[src/hdl/adc_pkg.sv]
// package: constants and types for the three-group converter sequencer
package adc_pkg;
    // sizes
    localparam int NUM_GROUPS = 3;
    localparam int NUM_CHAN = 16;
    localparam int CHAN_W = 4;
    localparam int RES_W = 12;
    localparam int FIFO_DEPTH = 16;
    localparam int THR_W = 8;
    localparam int ADDR_W = 8;
    // register byte offsets
    localparam logic [7:0] OFF_CTRL1 = 8'h00;
    localparam logic [7:0] OFF_MODE = 8'h04;
    localparam logic [7:0] OFF_STATUS = 8'h08;
    localparam logic [7:0] OFF_MASK = 8'h0c;
    localparam logic [7:0] OFF_THRESH = 8'h10;
    localparam logic [7:0] OFF_SEL0 = 8'h20;
    localparam logic [7:0] OFF_FIFO0 = 8'h30;
    localparam logic [7:0] OFF_STEP = 8'h04;
    // field positions
    localparam int EN_BIT = 5;
    localparam int FRZ_LSB = 0;
    localparam int END_LSB = 0;
    localparam int OVR_LSB = 3;
    localparam int BUSY_LSB = 8;
    localparam int EV_W = 6;
    localparam int CHAN_LSB = 16;
    // reset values and write masks
    localparam logic [7:0] CTRL1_RST = 8'h00;
    localparam logic [7:0] CTRL1_WMASK = 8'h27;
    localparam logic [2:0] MODE_RST = 3'h0;
    localparam logic [5:0] MASK_RST = 6'h00;
    localparam logic [5:0] STATUS_RST = 6'h00;
    localparam logic [15:0] SEL_RST = 16'h0000;
    // timing: system clocks per peripheral tick, peripheral ticks per conversion
    localparam int PCLK_DIV = 4;
    localparam int CONV_TICKS = 14;

    typedef enum logic [1:0] {
        ST_IDLE = 2'b00,
        ST_CONV = 2'b01,
        ST_DONE = 2'b10
    } seq_state_t;

    typedef struct packed {
        logic [1:0] group;
        logic [CHAN_W-1:0] chan;
        logic [RES_W-1:0] data;
    } result_t;
endpackage : adc_pkg

[src/hdl/adc_seq.sv]
// file: three-group converter sequencer with result fifos and apb registers
//
// Design decisions made here: the address map and the APB register port.
`timescale 1ns/1ps
module adc_seq
    import adc_pkg::*;
#(
    parameter int PCLK_RATIO = PCLK_DIV,
    parameter int CONV_LEN = CONV_TICKS
) (
    // clock and reset
    input wire logic sys_clk,
    input wire logic rst_b,
    // apb slave
    input wire logic psel,
    input wire logic penable,
    input wire logic pwrite,
    input wire logic [ADDR_W-1:0] paddr,
    input wire logic [31:0] pwdata,
    output logic [31:0] prdata,
    output logic pready,
    output logic pslverr,
    // analog front end
    input wire logic [RES_W-1:0] conv_result,
    output logic [CHAN_W-1:0] conv_chan,
    output logic conv_busy,
    // interrupt
    output logic irq
);
    localparam int DIV_W = $clog2(PCLK_RATIO) + 1;
    localparam int TICK_W = $clog2(CONV_LEN) + 1;
    localparam logic [DIV_W-1:0] DIV_LAST = DIV_W'(PCLK_RATIO - 1);
    localparam logic [TICK_W-1:0] TICK_LAST = TICK_W'(CONV_LEN - 1);
    localparam int LVL_W = $clog2(FIFO_DEPTH) + 1;
    localparam int ENTRY_W = CHAN_W + RES_W;

    // reset release
    logic rst_meta;
    logic rst_sync_b;
    // peripheral clock enable
    logic [DIV_W-1:0] div_cnt;
    logic [DIV_W-1:0] next_div_cnt;
    logic pclk_tick;
    // registers
    logic [7:0] ctrl1;
    logic [7:0] next_ctrl1;
    logic [2:0] mode;
    logic [2:0] next_mode;
    logic [5:0] mask;
    logic [5:0] next_mask;
    logic [NUM_CHAN-1:0] sel [NUM_GROUPS];
    logic [NUM_CHAN-1:0] next_sel [NUM_GROUPS];
    logic ack;
    logic next_ack;
    logic [31:0] next_prdata;
    logic [2:0] pop_arm;
    logic [2:0] next_pop_arm;
    // bus decode
    logic acc;
    logic wr_fire;
    logic rd_fire;
    logic hit;
    logic [2:0] sel_hit;
    logic [2:0] fifo_hit;
    logic [2:0] sel_wr_evt;
    logic [31:0] rdata;
    logic [5:0] st_clr;
    // sequencer
    seq_state_t state;
    seq_state_t next_state;
    result_t cur;
    result_t next_cur;
    logic [TICK_W-1:0] tick;
    logic [TICK_W-1:0] next_tick;
    logic [NUM_CHAN-1:0] pend [NUM_GROUPS];
    logic [NUM_CHAN-1:0] next_pend [NUM_GROUPS];
    logic [THR_W-1:0] thresh [NUM_GROUPS];
    logic [THR_W-1:0] next_thresh [NUM_GROUPS];
    logic [5:0] status;
    logic [5:0] next_status;
    logic [5:0] set_ev;
    logic [2:0] push;
    logic [2:0] flush;
    logic [2:0] req;
    logic [2:0] busy;
    logic [1:0] pick;
    logic other_req;
    logic en;
    logic [2:0] frz;
    // fifo side
    logic [2:0] fifo_in_ready;
    logic [2:0] fifo_out_valid;
    logic [2:0] fifo_pop;
    logic [ENTRY_W-1:0] fifo_data [NUM_GROUPS];
    logic [LVL_W-1:0] fifo_level [NUM_GROUPS];

    function automatic logic [CHAN_W-1:0] first_chan(input logic [NUM_CHAN-1:0] m);
        logic [CHAN_W-1:0] c;
        c = '0;
        for (int i = NUM_CHAN - 1; i >= 0; i--) begin
            if (m[i]) begin
                c = CHAN_W'(i);
            end
        end
        return c;
    endfunction : first_chan

    always_ff @(posedge sys_clk or negedge rst_b) begin
        if (!rst_b) begin
            rst_meta <= 1'b0;
            rst_sync_b <= 1'b0;
        end else begin
            rst_meta <= 1'b1;
            rst_sync_b <= rst_meta;
        end
    end

    // peripheral clock as a one-cycle enable
    assign pclk_tick = (div_cnt == DIV_LAST);
    assign next_div_cnt = pclk_tick ? '0 : div_cnt + 1'b1;

    always_ff @(posedge sys_clk or negedge rst_sync_b) begin
        if (!rst_sync_b) begin
            div_cnt <= '0;
        end else begin
            div_cnt <= next_div_cnt;
        end
    end

    assign en = ctrl1[EN_BIT];
    assign frz = ctrl1[FRZ_LSB +: 3];
    assign acc = psel & penable;
    assign wr_fire = acc & ack & pwrite;
    assign rd_fire = acc & ack & ~pwrite;
    assign pready = ack;
    assign pslverr = acc & ack & ~hit;
    assign sel_wr_evt = wr_fire ? sel_hit : 3'b000;
    assign st_clr = (wr_fire && paddr == OFF_STATUS) ? pwdata[5:0] : 6'h00;
    assign fifo_pop = rd_fire ? pop_arm : 3'b000;
    assign irq = |(status & mask);
    assign conv_chan = cur.chan;
    assign conv_busy = (state == ST_CONV);

    always_comb begin
        hit = 1'b0;
        sel_hit = '0;
        fifo_hit = '0;
        rdata = '0;
        if (paddr == OFF_CTRL1) begin
            hit = 1'b1;
            rdata[7:0] = ctrl1;
        end else if (paddr == OFF_MODE) begin
            hit = 1'b1;
            rdata[2:0] = mode;
        end else if (paddr == OFF_STATUS) begin
            hit = 1'b1;
            rdata[EV_W-1:0] = status;
            rdata[BUSY_LSB +: 3] = busy;
        end else if (paddr == OFF_MASK) begin
            hit = 1'b1;
            rdata[5:0] = mask;
        end else if (paddr == OFF_THRESH) begin
            hit = 1'b1;
            rdata[3*THR_W-1:0] = {thresh[2], thresh[1], thresh[0]};
        end else begin
            for (int g = 0; g < NUM_GROUPS; g++) begin
                if (paddr == OFF_SEL0 + OFF_STEP * 8'(g)) begin
                    hit = 1'b1;
                    sel_hit[g] = 1'b1;
                    rdata[NUM_CHAN-1:0] = sel[g];
                end else if (paddr == OFF_FIFO0 + OFF_STEP * 8'(g)) begin
                    hit = 1'b1;
                    fifo_hit[g] = 1'b1;
                    if (fifo_out_valid[g]) begin
                        rdata[RES_W-1:0] = fifo_data[g][RES_W-1:0];
                        rdata[CHAN_LSB +: CHAN_W] = fifo_data[g][ENTRY_W-1:RES_W];
                    end
                end
            end
        end
    end

    // register file and bus answer: one wait state, data latched before pready
    always_comb begin
        next_ctrl1 = ctrl1;
        next_mode = mode;
        next_mask = mask;
        next_sel = sel;
        next_ack = acc & ~ack;
        next_prdata = prdata;
        next_pop_arm = pop_arm;
        if (acc && !ack) begin
            next_prdata = rdata;
            // pop only what was shown to the master
            next_pop_arm = (!pwrite) ? (fifo_hit & fifo_out_valid) : 3'b000;
        end
        if (wr_fire && paddr == OFF_CTRL1) begin
            next_ctrl1 = pwdata[7:0] & CTRL1_WMASK;
        end
        if (wr_fire && paddr == OFF_MODE) begin
            next_mode = pwdata[2:0];
        end
        if (wr_fire && paddr == OFF_MASK) begin
            next_mask = pwdata[5:0];
        end
        for (int g = 0; g < NUM_GROUPS; g++) begin
            if (sel_wr_evt[g]) begin
                next_sel[g] = pwdata[NUM_CHAN-1:0];
            end
        end
    end

    always_ff @(posedge sys_clk or negedge rst_sync_b) begin
        if (!rst_sync_b) begin
            ctrl1 <= CTRL1_RST;
            mode <= MODE_RST;
            mask <= MASK_RST;
            for (int g = 0; g < NUM_GROUPS; g++) begin
                sel[g] <= SEL_RST;
            end
            ack <= 1'b0;
            prdata <= '0;
            pop_arm <= '0;
        end else begin
            ctrl1 <= next_ctrl1;
            mode <= next_mode;
            mask <= next_mask;
            sel <= next_sel;
            ack <= next_ack;
            prdata <= next_prdata;
            pop_arm <= next_pop_arm;
        end
    end

    // requests and fixed-priority pick, group 0 first
    always_comb begin
        pick = '0;
        for (int g = 0; g < NUM_GROUPS; g++) begin
            req[g] = |pend[g];
            busy[g] = req[g] | ((state != ST_IDLE) && (cur.group == 2'(g)));
        end
        for (int g = NUM_GROUPS - 1; g >= 0; g--) begin
            if (req[g]) begin
                pick = 2'(g);
            end
        end
        other_req = |(req & ~(3'b001 << cur.group));
    end

    always_comb begin
        next_state = state;
        next_cur = cur;
        next_tick = tick;
        next_pend = pend;
        next_thresh = thresh;
        set_ev = '0;
        push = '0;
        flush = '0;
        case (state)
            ST_IDLE: begin
                if (en && (|req) && pclk_tick) begin
                    next_cur.group = pick;
                    next_cur.chan = first_chan(pend[pick]);
                    next_pend[pick][first_chan(pend[pick])] = 1'b0;
                    next_tick = '0;
                    next_state = ST_CONV;
                end
            end
            ST_CONV: begin
                if (pclk_tick) begin
                    if (tick == TICK_LAST) begin
                        next_cur.data = conv_result;
                        next_state = ST_DONE;
                    end else begin
                        next_tick = tick + 1'b1;
                    end
                end
            end
            ST_DONE: begin
                // the tag travels with the result, so it reaches its owner
                push[cur.group] = 1'b1;
                if (fifo_in_ready[cur.group]) begin
                    next_thresh[cur.group] = thresh[cur.group] + 1'b1;
                end else begin
                    set_ev[OVR_LSB + 32'(cur.group)] = 1'b1;
                end
                if (pend[cur.group] == '0) begin
                    set_ev[END_LSB + 32'(cur.group)] = 1'b1;
                    if (mode[cur.group]) begin
                        next_pend[cur.group] = sel[cur.group];
                    end
                    next_state = ST_IDLE;
                end else if (frz[cur.group] && other_req) begin
                    next_state = ST_IDLE;
                end else begin
                    next_cur.chan = first_chan(pend[cur.group]);
                    next_pend[cur.group][first_chan(pend[cur.group])] = 1'b0;
                    next_tick = '0;
                    next_state = ST_CONV;
                end
            end
            default: begin
                next_state = ST_IDLE;
            end
        endcase
        for (int g = 0; g < NUM_GROUPS; g++) begin
            if (sel_wr_evt[g]) begin
                if (pwdata[NUM_CHAN-1:0] == '0) begin
                    next_pend[g] = '0;
                    next_thresh[g] = '0;
                    flush[g] = 1'b1;
                    set_ev[END_LSB + g] = 1'b0;
                    set_ev[OVR_LSB + g] = 1'b0;
                    // also cancels a start picked for this group in this cycle
                    if (next_state != ST_IDLE && next_cur.group == 2'(g)) begin
                        next_state = ST_IDLE;
                    end
                end else begin
                    next_pend[g] = pwdata[NUM_CHAN-1:0];
                end
            end
        end
        if (!en) begin
            for (int g = 0; g < NUM_GROUPS; g++) begin
                next_pend[g] = '0;
            end
            next_state = ST_IDLE;
            push = '0;
            set_ev = '0;
        end
        next_status = (status & ~st_clr) | set_ev;
    end

    always_ff @(posedge sys_clk or negedge rst_sync_b) begin
        if (!rst_sync_b) begin
            state <= ST_IDLE;
            cur <= '0;
            tick <= '0;
            for (int g = 0; g < NUM_GROUPS; g++) begin
                pend[g] <= '0;
                thresh[g] <= '0;
            end
            status <= STATUS_RST;
        end else begin
            state <= next_state;
            cur <= next_cur;
            tick <= next_tick;
            pend <= next_pend;
            thresh <= next_thresh;
            status <= next_status;
        end
    end

    for (genvar g = 0; g < NUM_GROUPS; g++) begin : g_fifo
        result_fifo #(
            .WIDTH(ENTRY_W),
            .DEPTH(FIFO_DEPTH)
        ) u_fifo (
            .clk(sys_clk),
            .rst_b(rst_sync_b),
            .flush(flush[g]),
            .in_valid(push[g]),
            .in_ready(fifo_in_ready[g]),
            .in_data({cur.chan, cur.data}),
            .out_valid(fifo_out_valid[g]),
            .out_ready(fifo_pop[g]),
            .out_data(fifo_data[g]),
            .level(fifo_level[g])
        );
    end
endmodule : adc_seq

[src/hdl/result_fifo.sv]
// file: flip-flop result fifo with flush, one per conversion group
`timescale 1ns/1ps
module result_fifo
    import adc_pkg::*;
#(
    parameter int WIDTH = 16,
    parameter int DEPTH = FIFO_DEPTH
) (
    // clock and reset
    input wire logic clk,
    input wire logic rst_b,
    // control
    input wire logic flush,
    // fill side
    input wire logic in_valid,
    output logic in_ready,
    input wire logic [WIDTH-1:0] in_data,
    // drain side
    output logic out_valid,
    input wire logic out_ready,
    output logic [WIDTH-1:0] out_data,
    output logic [$clog2(DEPTH):0] level
);
    localparam int PTR_W = $clog2(DEPTH);

    logic [WIDTH-1:0] mem [DEPTH];
    logic [PTR_W-1:0] rd_ptr;
    logic [PTR_W-1:0] wr_ptr;
    logic [PTR_W-1:0] next_rd_ptr;
    logic [PTR_W-1:0] next_wr_ptr;
    logic [PTR_W:0] next_level;
    logic push;
    logic pop;

    assign in_ready = (level != (PTR_W + 1)'(DEPTH));
    assign out_valid = (level != '0);
    assign out_data = mem[rd_ptr];
    assign push = in_valid & in_ready & ~flush;
    assign pop = out_valid & out_ready & ~flush;

    always_comb begin
        next_rd_ptr = rd_ptr;
        next_wr_ptr = wr_ptr;
        next_level = level;
        if (flush) begin
            // drop every stored entry at once
            next_rd_ptr = '0;
            next_wr_ptr = '0;
            next_level = '0;
        end else begin
            if (push) begin
                next_wr_ptr = wr_ptr + 1'b1;
            end
            if (pop) begin
                next_rd_ptr = rd_ptr + 1'b1;
            end
            if (push && !pop) begin
                next_level = level + 1'b1;
            end else if (pop && !push) begin
                next_level = level - 1'b1;
            end
        end
    end

    always_ff @(posedge clk or negedge rst_b) begin
        if (!rst_b) begin
            rd_ptr <= '0;
            wr_ptr <= '0;
            level <= '0;
        end else begin
            rd_ptr <= next_rd_ptr;
            wr_ptr <= next_wr_ptr;
            level <= next_level;
        end
    end

    always_ff @(posedge clk) begin
        if (push) begin
            mem[wr_ptr] <= in_data;
        end
    end
endmodule : result_fifo

[config.mk]
export PLATFORM = sky130hd
export DESIGN_NAME = adc_seq
export DESIGN_NICKNAME = d
export VERILOG_FILES = /design/src/hdl/adc_pkg.sv /design/src/hdl/adc_seq.sv /design/src/hdl/result_fifo.sv
export SDC_FILE = /design/constraint.sdc
export NUM_CORES = 1
export LEC_CHECK = 0
export BUFFER_PORTS_ARGS = -buffer_cell sky130_fd_sc_hd__buf_2
export CORE_ASPECT_RATIO = 0.75
export CORE_MARGIN = 2
export CORE_UTILIZATION = 48
export CTS_CLUSTER_DIAMETER = 60
export CTS_CLUSTER_SIZE = 14
export DETAILED_ROUTE_END_ITERATION = 10
export PLACE_DENSITY_LB_ADDON = 0.1
export SLEW_MARGIN = 20
export SYNTH_ARGS = -nofsm -noshare
export SYNTH_HDL_FRONTEND = slang
export SYNTH_SLANG_ARGS = --single-unit
export TNS_END_PERCENT = 10
[constraint.sdc]
create_clock -name sys_clk -period 7.35 [get_ports sys_clk]
set_input_delay 0.3675 -clock sys_clk [delete_from_list [all_inputs] [get_ports sys_clk]]
set_output_delay 0.3675 -clock sys_clk [all_outputs]
set_load 0.005 [all_outputs]
# After elaboration in Yosys (flattened, before gate mapping)
# Memories as Yosys holds them, arrays and structs flattened.
# Index checks and enable logic that the tools add are counted.
# op_classes
n_addsub	16
n_lt_le_gt_ge	14
n_eq_ne	38
shifts	1
n_mux	248
bitwise_logic	41
reduce_logical	70
# ops
op	count
$mux 4	67
$mux 48	5
$mux 16	14
$mux 12	14
$and 48x48->48	2
$bmux 16 s2	3
$demux 16 s2	3
$not 48->48	2
$pmux 48 s2	1
$mux 8	10
$mux 5	14
$mux 3	18
$mux 6	9
$mux 1	51
$bwmux 48	1
$eq 8x6->1 const B	6
$mux 24	2
$reduce_or 16->1	3
$reduce_or 48->1	1
$ne 5x5->1 const B	9
$mux 2	18
$logic_not 16->1	2
$logic_and 1x1->1	27
$add 4x1->4 const B	6
61 further kinds	140
# word_totals
ff_bits	236
ramBits	768
in_bits	57
output_inout_bits	40
word_cells	464
mem_count	3
# memory_table
name	depth	word_bits	rd	rd_ports_with_merged_regs	wr	line	text
g_fifo[0].u_fifo.mem	16	16	1	0	1	result_fifo.sv:26	logic [WIDTH-1:0] mem [DEPTH];
g_fifo[1].u_fifo.mem	16	16	1	0	1	result_fifo.sv:26	
g_fifo[2].u_fifo.mem	16	16	1	0	1	result_fifo.sv:26	

# Depth between registers and ports, before layout
# depth
ltp_word	42
mapped_depth	20
mapped_depth_nobuf	16

# Cells and area by module
# Synthesis repeated with hierarchy kept, for this count alone.
# hier_totals
hier_cells	3410
hier_area_um2	45844.0
# modules_own_cells
module	instances	cells_each	area_per_inst_um2	seq_area_each_um2
result_fifo (g_fifo[1].u_fifo ...)	2	584	10811.6	8012.7
adc_seq	1	1661	13450.4	4929.7
result_fifo (g_fifo[0].u_fifo)	1	581	10770.3	8012.7

# Worst setup path before layout
# No wires, ideal clock.
# synth_timing
kind	register -> register
start	register cur[17] in the netlist's numbering
end	memory g_fifo[1].u_fifo.mem[0][0], enable pin
setup_time_ns	0.430
t_arrival_ns	4.347
required_time_ns	6.920
setup_slack_ns	2.573
path_stages_with_launch	12
n_path_buf	5
period_less_slack_ns	4.777
path_cell_list	dfrtp_1 > buf_2 > buf_2 > buf_1 > buf_1 > inv_1 > ha_1 > clkbuf_1 > nand2_1 > a21oi_1 > o21ai_0 > nor4_1
# synth_via
elab_chain_cells	10
word_cells_on_any_way	11
cone_classes	order compare (2); mux (6); bitwise (2); reduce/logical (1)
# synth_rtl
item	line	text
start, declared	adc_seq.sv:71	result_t cur;
start signal, assigned	adc_seq.sv:346	cur <= next_cur;
$lt 2x3->1 (implied by the code) / $ge 2x1->1 (equally long branches)	adc_seq.sv:281	push[cur.group] = 1'b1;
$logic_and 1x1->1 (implied by the code)	adc_seq.sv:281	
$mux 1 (implied by the code)	adc_seq.sv:281	
$demux 1 s2 *	adc_seq.sv:281	
$mux 3 *	adc_seq.sv:259	case (state)
$mux 3 *	adc_seq.sv:323	if (!en) begin
$and 1x1->1 * (2 in a row)	result_fifo.sv:38	assign push = in_valid & in_ready & ~flush;
$mux 1 *	result_fifo.sv:78	if (push) begin
$mux 1 (implied by the code) *	result_fifo.sv:79	mem[wr_ptr] <= in_data;
end, declared	result_fifo.sv:26	
# Mark *: on every way between the ends. The rest lies on a longest branch, timed or not.

# Worst setup path in the final report
# layout_timing
start	register pend[21] in the netlist's numbering
end	register pend[11] in the netlist's numbering
# layout_via
elab_chain_cells	37
word_cells_on_any_way	75
cone_classes	order compare (6); eq/ne (3); mux (49); bitwise (6); reduce/logical (11)
# layout_rtl
item	line	text
start, declared	adc_seq.sv:75	logic [NUM_CHAN-1:0] pend [NUM_GROUPS];
start signal, assigned	adc_seq.sv:348	pend <= next_pend;
$reduce_or 16->1	adc_seq.sv:239	req[g] = |pend[g];
$mux 2 (2 in a row)	adc_seq.sv:243	if (req[g]) begin
$not 2->3 (implied by the code)	adc_seq.sv:264	next_pend[pick][first_chan(pend[pick])] = 1'b0;
$bmux 16 s2	adc_seq.sv:264	
$mux 16 (implied by the code) (2 in a row)	adc_seq.sv:264	
$mux 4 (16 in a row)	adc_seq.sv:101	if (m[i]) begin
$mux 4	adc_seq.sv:261	if (en && (|req) && pclk_tick) begin
$mux 4	adc_seq.sv:259	
(+4 left out)	--	
$mux 16 (implied by the code)	adc_seq.sv:264	
$demux 16 s2	adc_seq.sv:264	
$not 48->48 (no source line)	--	
$and 48x48->48 (no source line)	--	
$mux 48	adc_seq.sv:261	
$pmux 48 s2	adc_seq.sv:259	
$mux 16	adc_seq.sv:307	if (sel_wr_evt[g]) begin
$mux 48	adc_seq.sv:323	
# Parallel ways exist; a longest one is shown, timed or not. The select of a mux whose other input is x is not followed.
# A chain may end at the register's enable or synchronous reset.

==> metrics.md <==
| Metric | Value |
|---|---|
| Reg-to-Reg End | pend[11] |
| CTS clk-pin slew, worst paths | 70 ps |
| Routability cong. | 1.02 |
| Die Height | 268 µm |
| Total CTS buffers | 87 |
| Crit path kind | reg2reg |
| Crit path time final | 5390 ps |
| Net count, final | 3166 |
| Synth Area in Simple Gates | 0.0805 |
| Fillers | 7291 |
| Endpoints failing hold | 0 |
| DRC viols | 0 |
| Max_cap viols | 0 |
| Worst Setup End Kind | register |
| Routed Antenna Nets | 0 |
| Gr ovfl total | 0 |
| GRT Total Usage | 0.297 |
| Initial antenna violation count | 7 |
| CP startpoint kind | register |
| Crit Path Max Fanout | 13 |
| Largest net degree at the start of global routing | 156 |
| Post-DP HPWL | 91100 µm |
| Rows | 96 |
| Final TNS setup | 0 ps |
| Required time of the critical path | 7930 ps |
| Number of synthesized register bits | 1004 |
| Avg Vias per Cell | 6.53 |
| Final setup fails | 0 |
| Synth Area in XOR/XNOR | 0.00669 |
| Final worst slack | 1960 ps |
| Die area | 0.0952 mm² |
| Vias | 28.5k |
| Core area | 0.0916 mm² |
| Post-route cell area | 0.0497 mm² |
| RSZ-0062 raised after global routing | false |
| Die W | 356 µm |
| Avg Cell Area, Syn | 15.1 µm² |
| Synth Area in Compound Gates | 0.0826 |
| CTS H-Tree Depth | 3 |
| Post-CTS Resized | 0 |
| Initial Utilization | 0.486 |
| WL per Instance | 32.1 µm |
| Antenna fix cells | 0 |
| Reg2reg path depth | 9 |
| Later-pin clock latency in the skew report | 700 ps |
| Final period util | 0.733 |
| Root buffer cell | clkbuf_16 |
| CTS tree | built |
| Reg-to-reg slack, setup | 1960 ps |
| I/O Buffers | 72 |
| Hold Slack | 48.5 ps |
| Cell Area, Synth | 0.0445 mm² |
| Vias in the first global route | 27.8k |
| Cell Area, Placed | 0.0467 mm² |
| Layout area overhead | 11.6% |
| Syn. warnings | 0 |
| Crit path to | pend[11] |
| Clock Skews | 43.6 ps |
| Dpl ws | 2340 ps |
| Post-Syn Instances | 2956 |
| Post-CTS Setup Inserts | 0 |
| Outcome | complete, no violations |
| Pre-antenna DRT Iters | 7 |
| Hold Path Class | in2reg |
| Fmax | 186 MHz |
| P_leak | 18.4 nW |
| Pwr Density | 215 mW/mm² |
| Worst EP arrival | 5970 ps |
| Post-synth ARST share | 0.235 |
| Slew Limit Fails | 0 |
| Worst Tran Pin Value | 1180 ps |
| Sequential fraction of the synthesis area | 0.651 |
| Worst rel slew slack | 0.211 |
| Max IR drop VDD | 0.000180 V |
| Launch point of the worst reg-to-reg path | pend[21] |
| First-pass GRT wire length | 201000 µm |
| Primary FF master, synth | edfxtp_1 |
| Library cells used by synthesis | 88 |
| Number of synthesized flops with an enable pin | 768 |
| Share of layout cells above drive strength 1 | 0.203 |
| Clock sink count | 1004 |
| Largest family of logic cells by synthesized area | multiplexers |
| WL final | 140000 µm |
| Post-synthesis adder-cell area fraction | 0.0120 |
| Drt initial violations | 4376 |
| Mux cell area share after synthesis | 0.146 |
| Num ports | 97 |
| Clock Tree Buf Depth | 3 |
| Crit path launch | pend[21] |
## kinds of logic (layout without fill, tap and decap cells)
kind of cell | count (synthesis) | count (layout)
DFF | 1004 | 1004
muxes | 345 | 345
adders and majority gates | 41 | 41
xor gates and xnor gates | 34 | 34
buffers and inverters | 234 | 412
AOI/OAI and AO/OA | 527 | 527
and+or+nand+nor | 769 | 769
other | 2 | 9
## how the worst min path moves through the flow
stage                       to      start  slack [ps]  cells past startpoint
floorplan             rst_meta      rst_b          70                      0
global placement      rst_meta      rst_b         150                      1
detailed placement    rst_meta      rst_b         160                      1
CTS                 pop_arm[1]   paddr[2]          10                      3
global route           sel[20]  pwdata[4]          30                      3
finish                 sel[21]  pwdata[5]          50                      3
## repair_timing
item / 4_1_cts / 5_1_grt
hold buffers: 20 / 0
endpoints found under the setup margin: 0 / 0
hold endpoints to repair: 24 / 0
## power breakdown
part           internal (mW)  total [mW]  switching (mW)  leakage, nW
clock                   2.41        4.55            2.14         1.31
sequential              6.04        6.05         0.00795         11.3
combinational         0.0258       0.103          0.0770         5.78
total                   8.48        10.7            2.23         18.4
## cell usage after synthesis (13+ instances only)
library cell  count  share of area
nand4_1          25         0.0035
a2bb2oi_1        17         0.0033
nand2_1         288          0.024
or3_1            14         0.0020
nand3_1          62         0.0070
o211ai_1         24         0.0040
inv_1            48         0.0040
nor2_1          180          0.015
mux4_2          240           0.12
buf_1            34         0.0029
a31oi_1          25         0.0035
a22oi_1          74          0.012
a21o_1           16         0.0027
dfrtp_1         236           0.13
and2_1           31         0.0044
mux2_2           41          0.010
ha_1             38          0.011
edfxtp_1        768           0.52
xor2_1           26         0.0051
o2bb2ai_1        15         0.0030
and3_1           21         0.0030
o21ai_0          98          0.011
nor4_1           33         0.0046
a211oi_1         15         0.0025
clkbuf_1        129          0.011
nor3_1           53         0.0060
o221ai_1         13         0.0026
mux2i_1          64          0.014
a21oi_1          91          0.010
## state kept, by name, summed over array words and instances (netlist names)
register,flops
status,6
mask,6
ctrl1,4
prdata,24
g_fifo.u_fifo.rd_ptr,12
div_cnt,3
state,2
cur,14
rst_sync_b,1
rst_meta,1
pready,1
g_fifo.u_fifo.wr_ptr,12
conv_chan,4
pend,48
pop_arm,3
thresh,24
sel,48
g_fifo.u_fifo.mem,768
mode,3
g_fifo.u_fifo.level,15
tick,5
## worst max-delay path: stages (launching register included)
cell and delay [ps]:
dfrtp_1 560, nor4_1 660, nand4_1 700, nand2_1 700, o22a_1 250, o211ai_1 170, a311oi_1 590, nand3b_1 830
or3_1 640, a21o_1 160
## per-stage QoR
stage / power, mW / utilization / cells
floorplan: 6.21 / - / 2963
global placement: 6.26 / 0.509 / 4183
detailed placement: 6.26 / 0.510 / 4183
CTS: 10.8 / 0.542 / 4365
global route: 11.0 / 0.542 / 4366
finish: 10.7 / 0.542 / 4366
## cells in the final DEF (no fill, tap or decap), types with 38 or more instances in the layout
master     instances
nor2_1           174
buf_2             72
buf_4            107
mux2i_1           64
a21oi_1           91
edfxtp_1         768
nor3_1            44
clkbuf_1          53
a22oi_1           74
mux2_2            41
dfrtp_1          225
o21ai_0           97
inv_1             48
mux4_2           240
ha_1              38
nand3_1           62
clkbuf_16         91
nand2_1          288
## routing by layer
metal,track usage,up-vias,part of all wire
met1,0.451,14900,0.44
li1,-,11900,-
met5,0.00500,-,0.00091
met4,0.0702,12,0.021
met2,0.421,1488,0.43
met3,0.0889,197,0.11
## final cells by class
| class | instances | area [µm²] | area share |
|---|---|---|---|
| clock buffers | 147 | 2520 | 0.0507 |
| clock inverters | 15 | 235 | 0.00474 |
| inverters | 50 | 188 | 0.00378 |
| multi-input cells | 1725 | 14800 | 0.298 |
| flip-flops and latches | 1004 | 29000 | 0.584 |
| well taps | 1225 | 1530 | 0.0309 |
| repair buffers | 200 | 1380 | 0.0279 |
(Power assumes the default switching activity.)
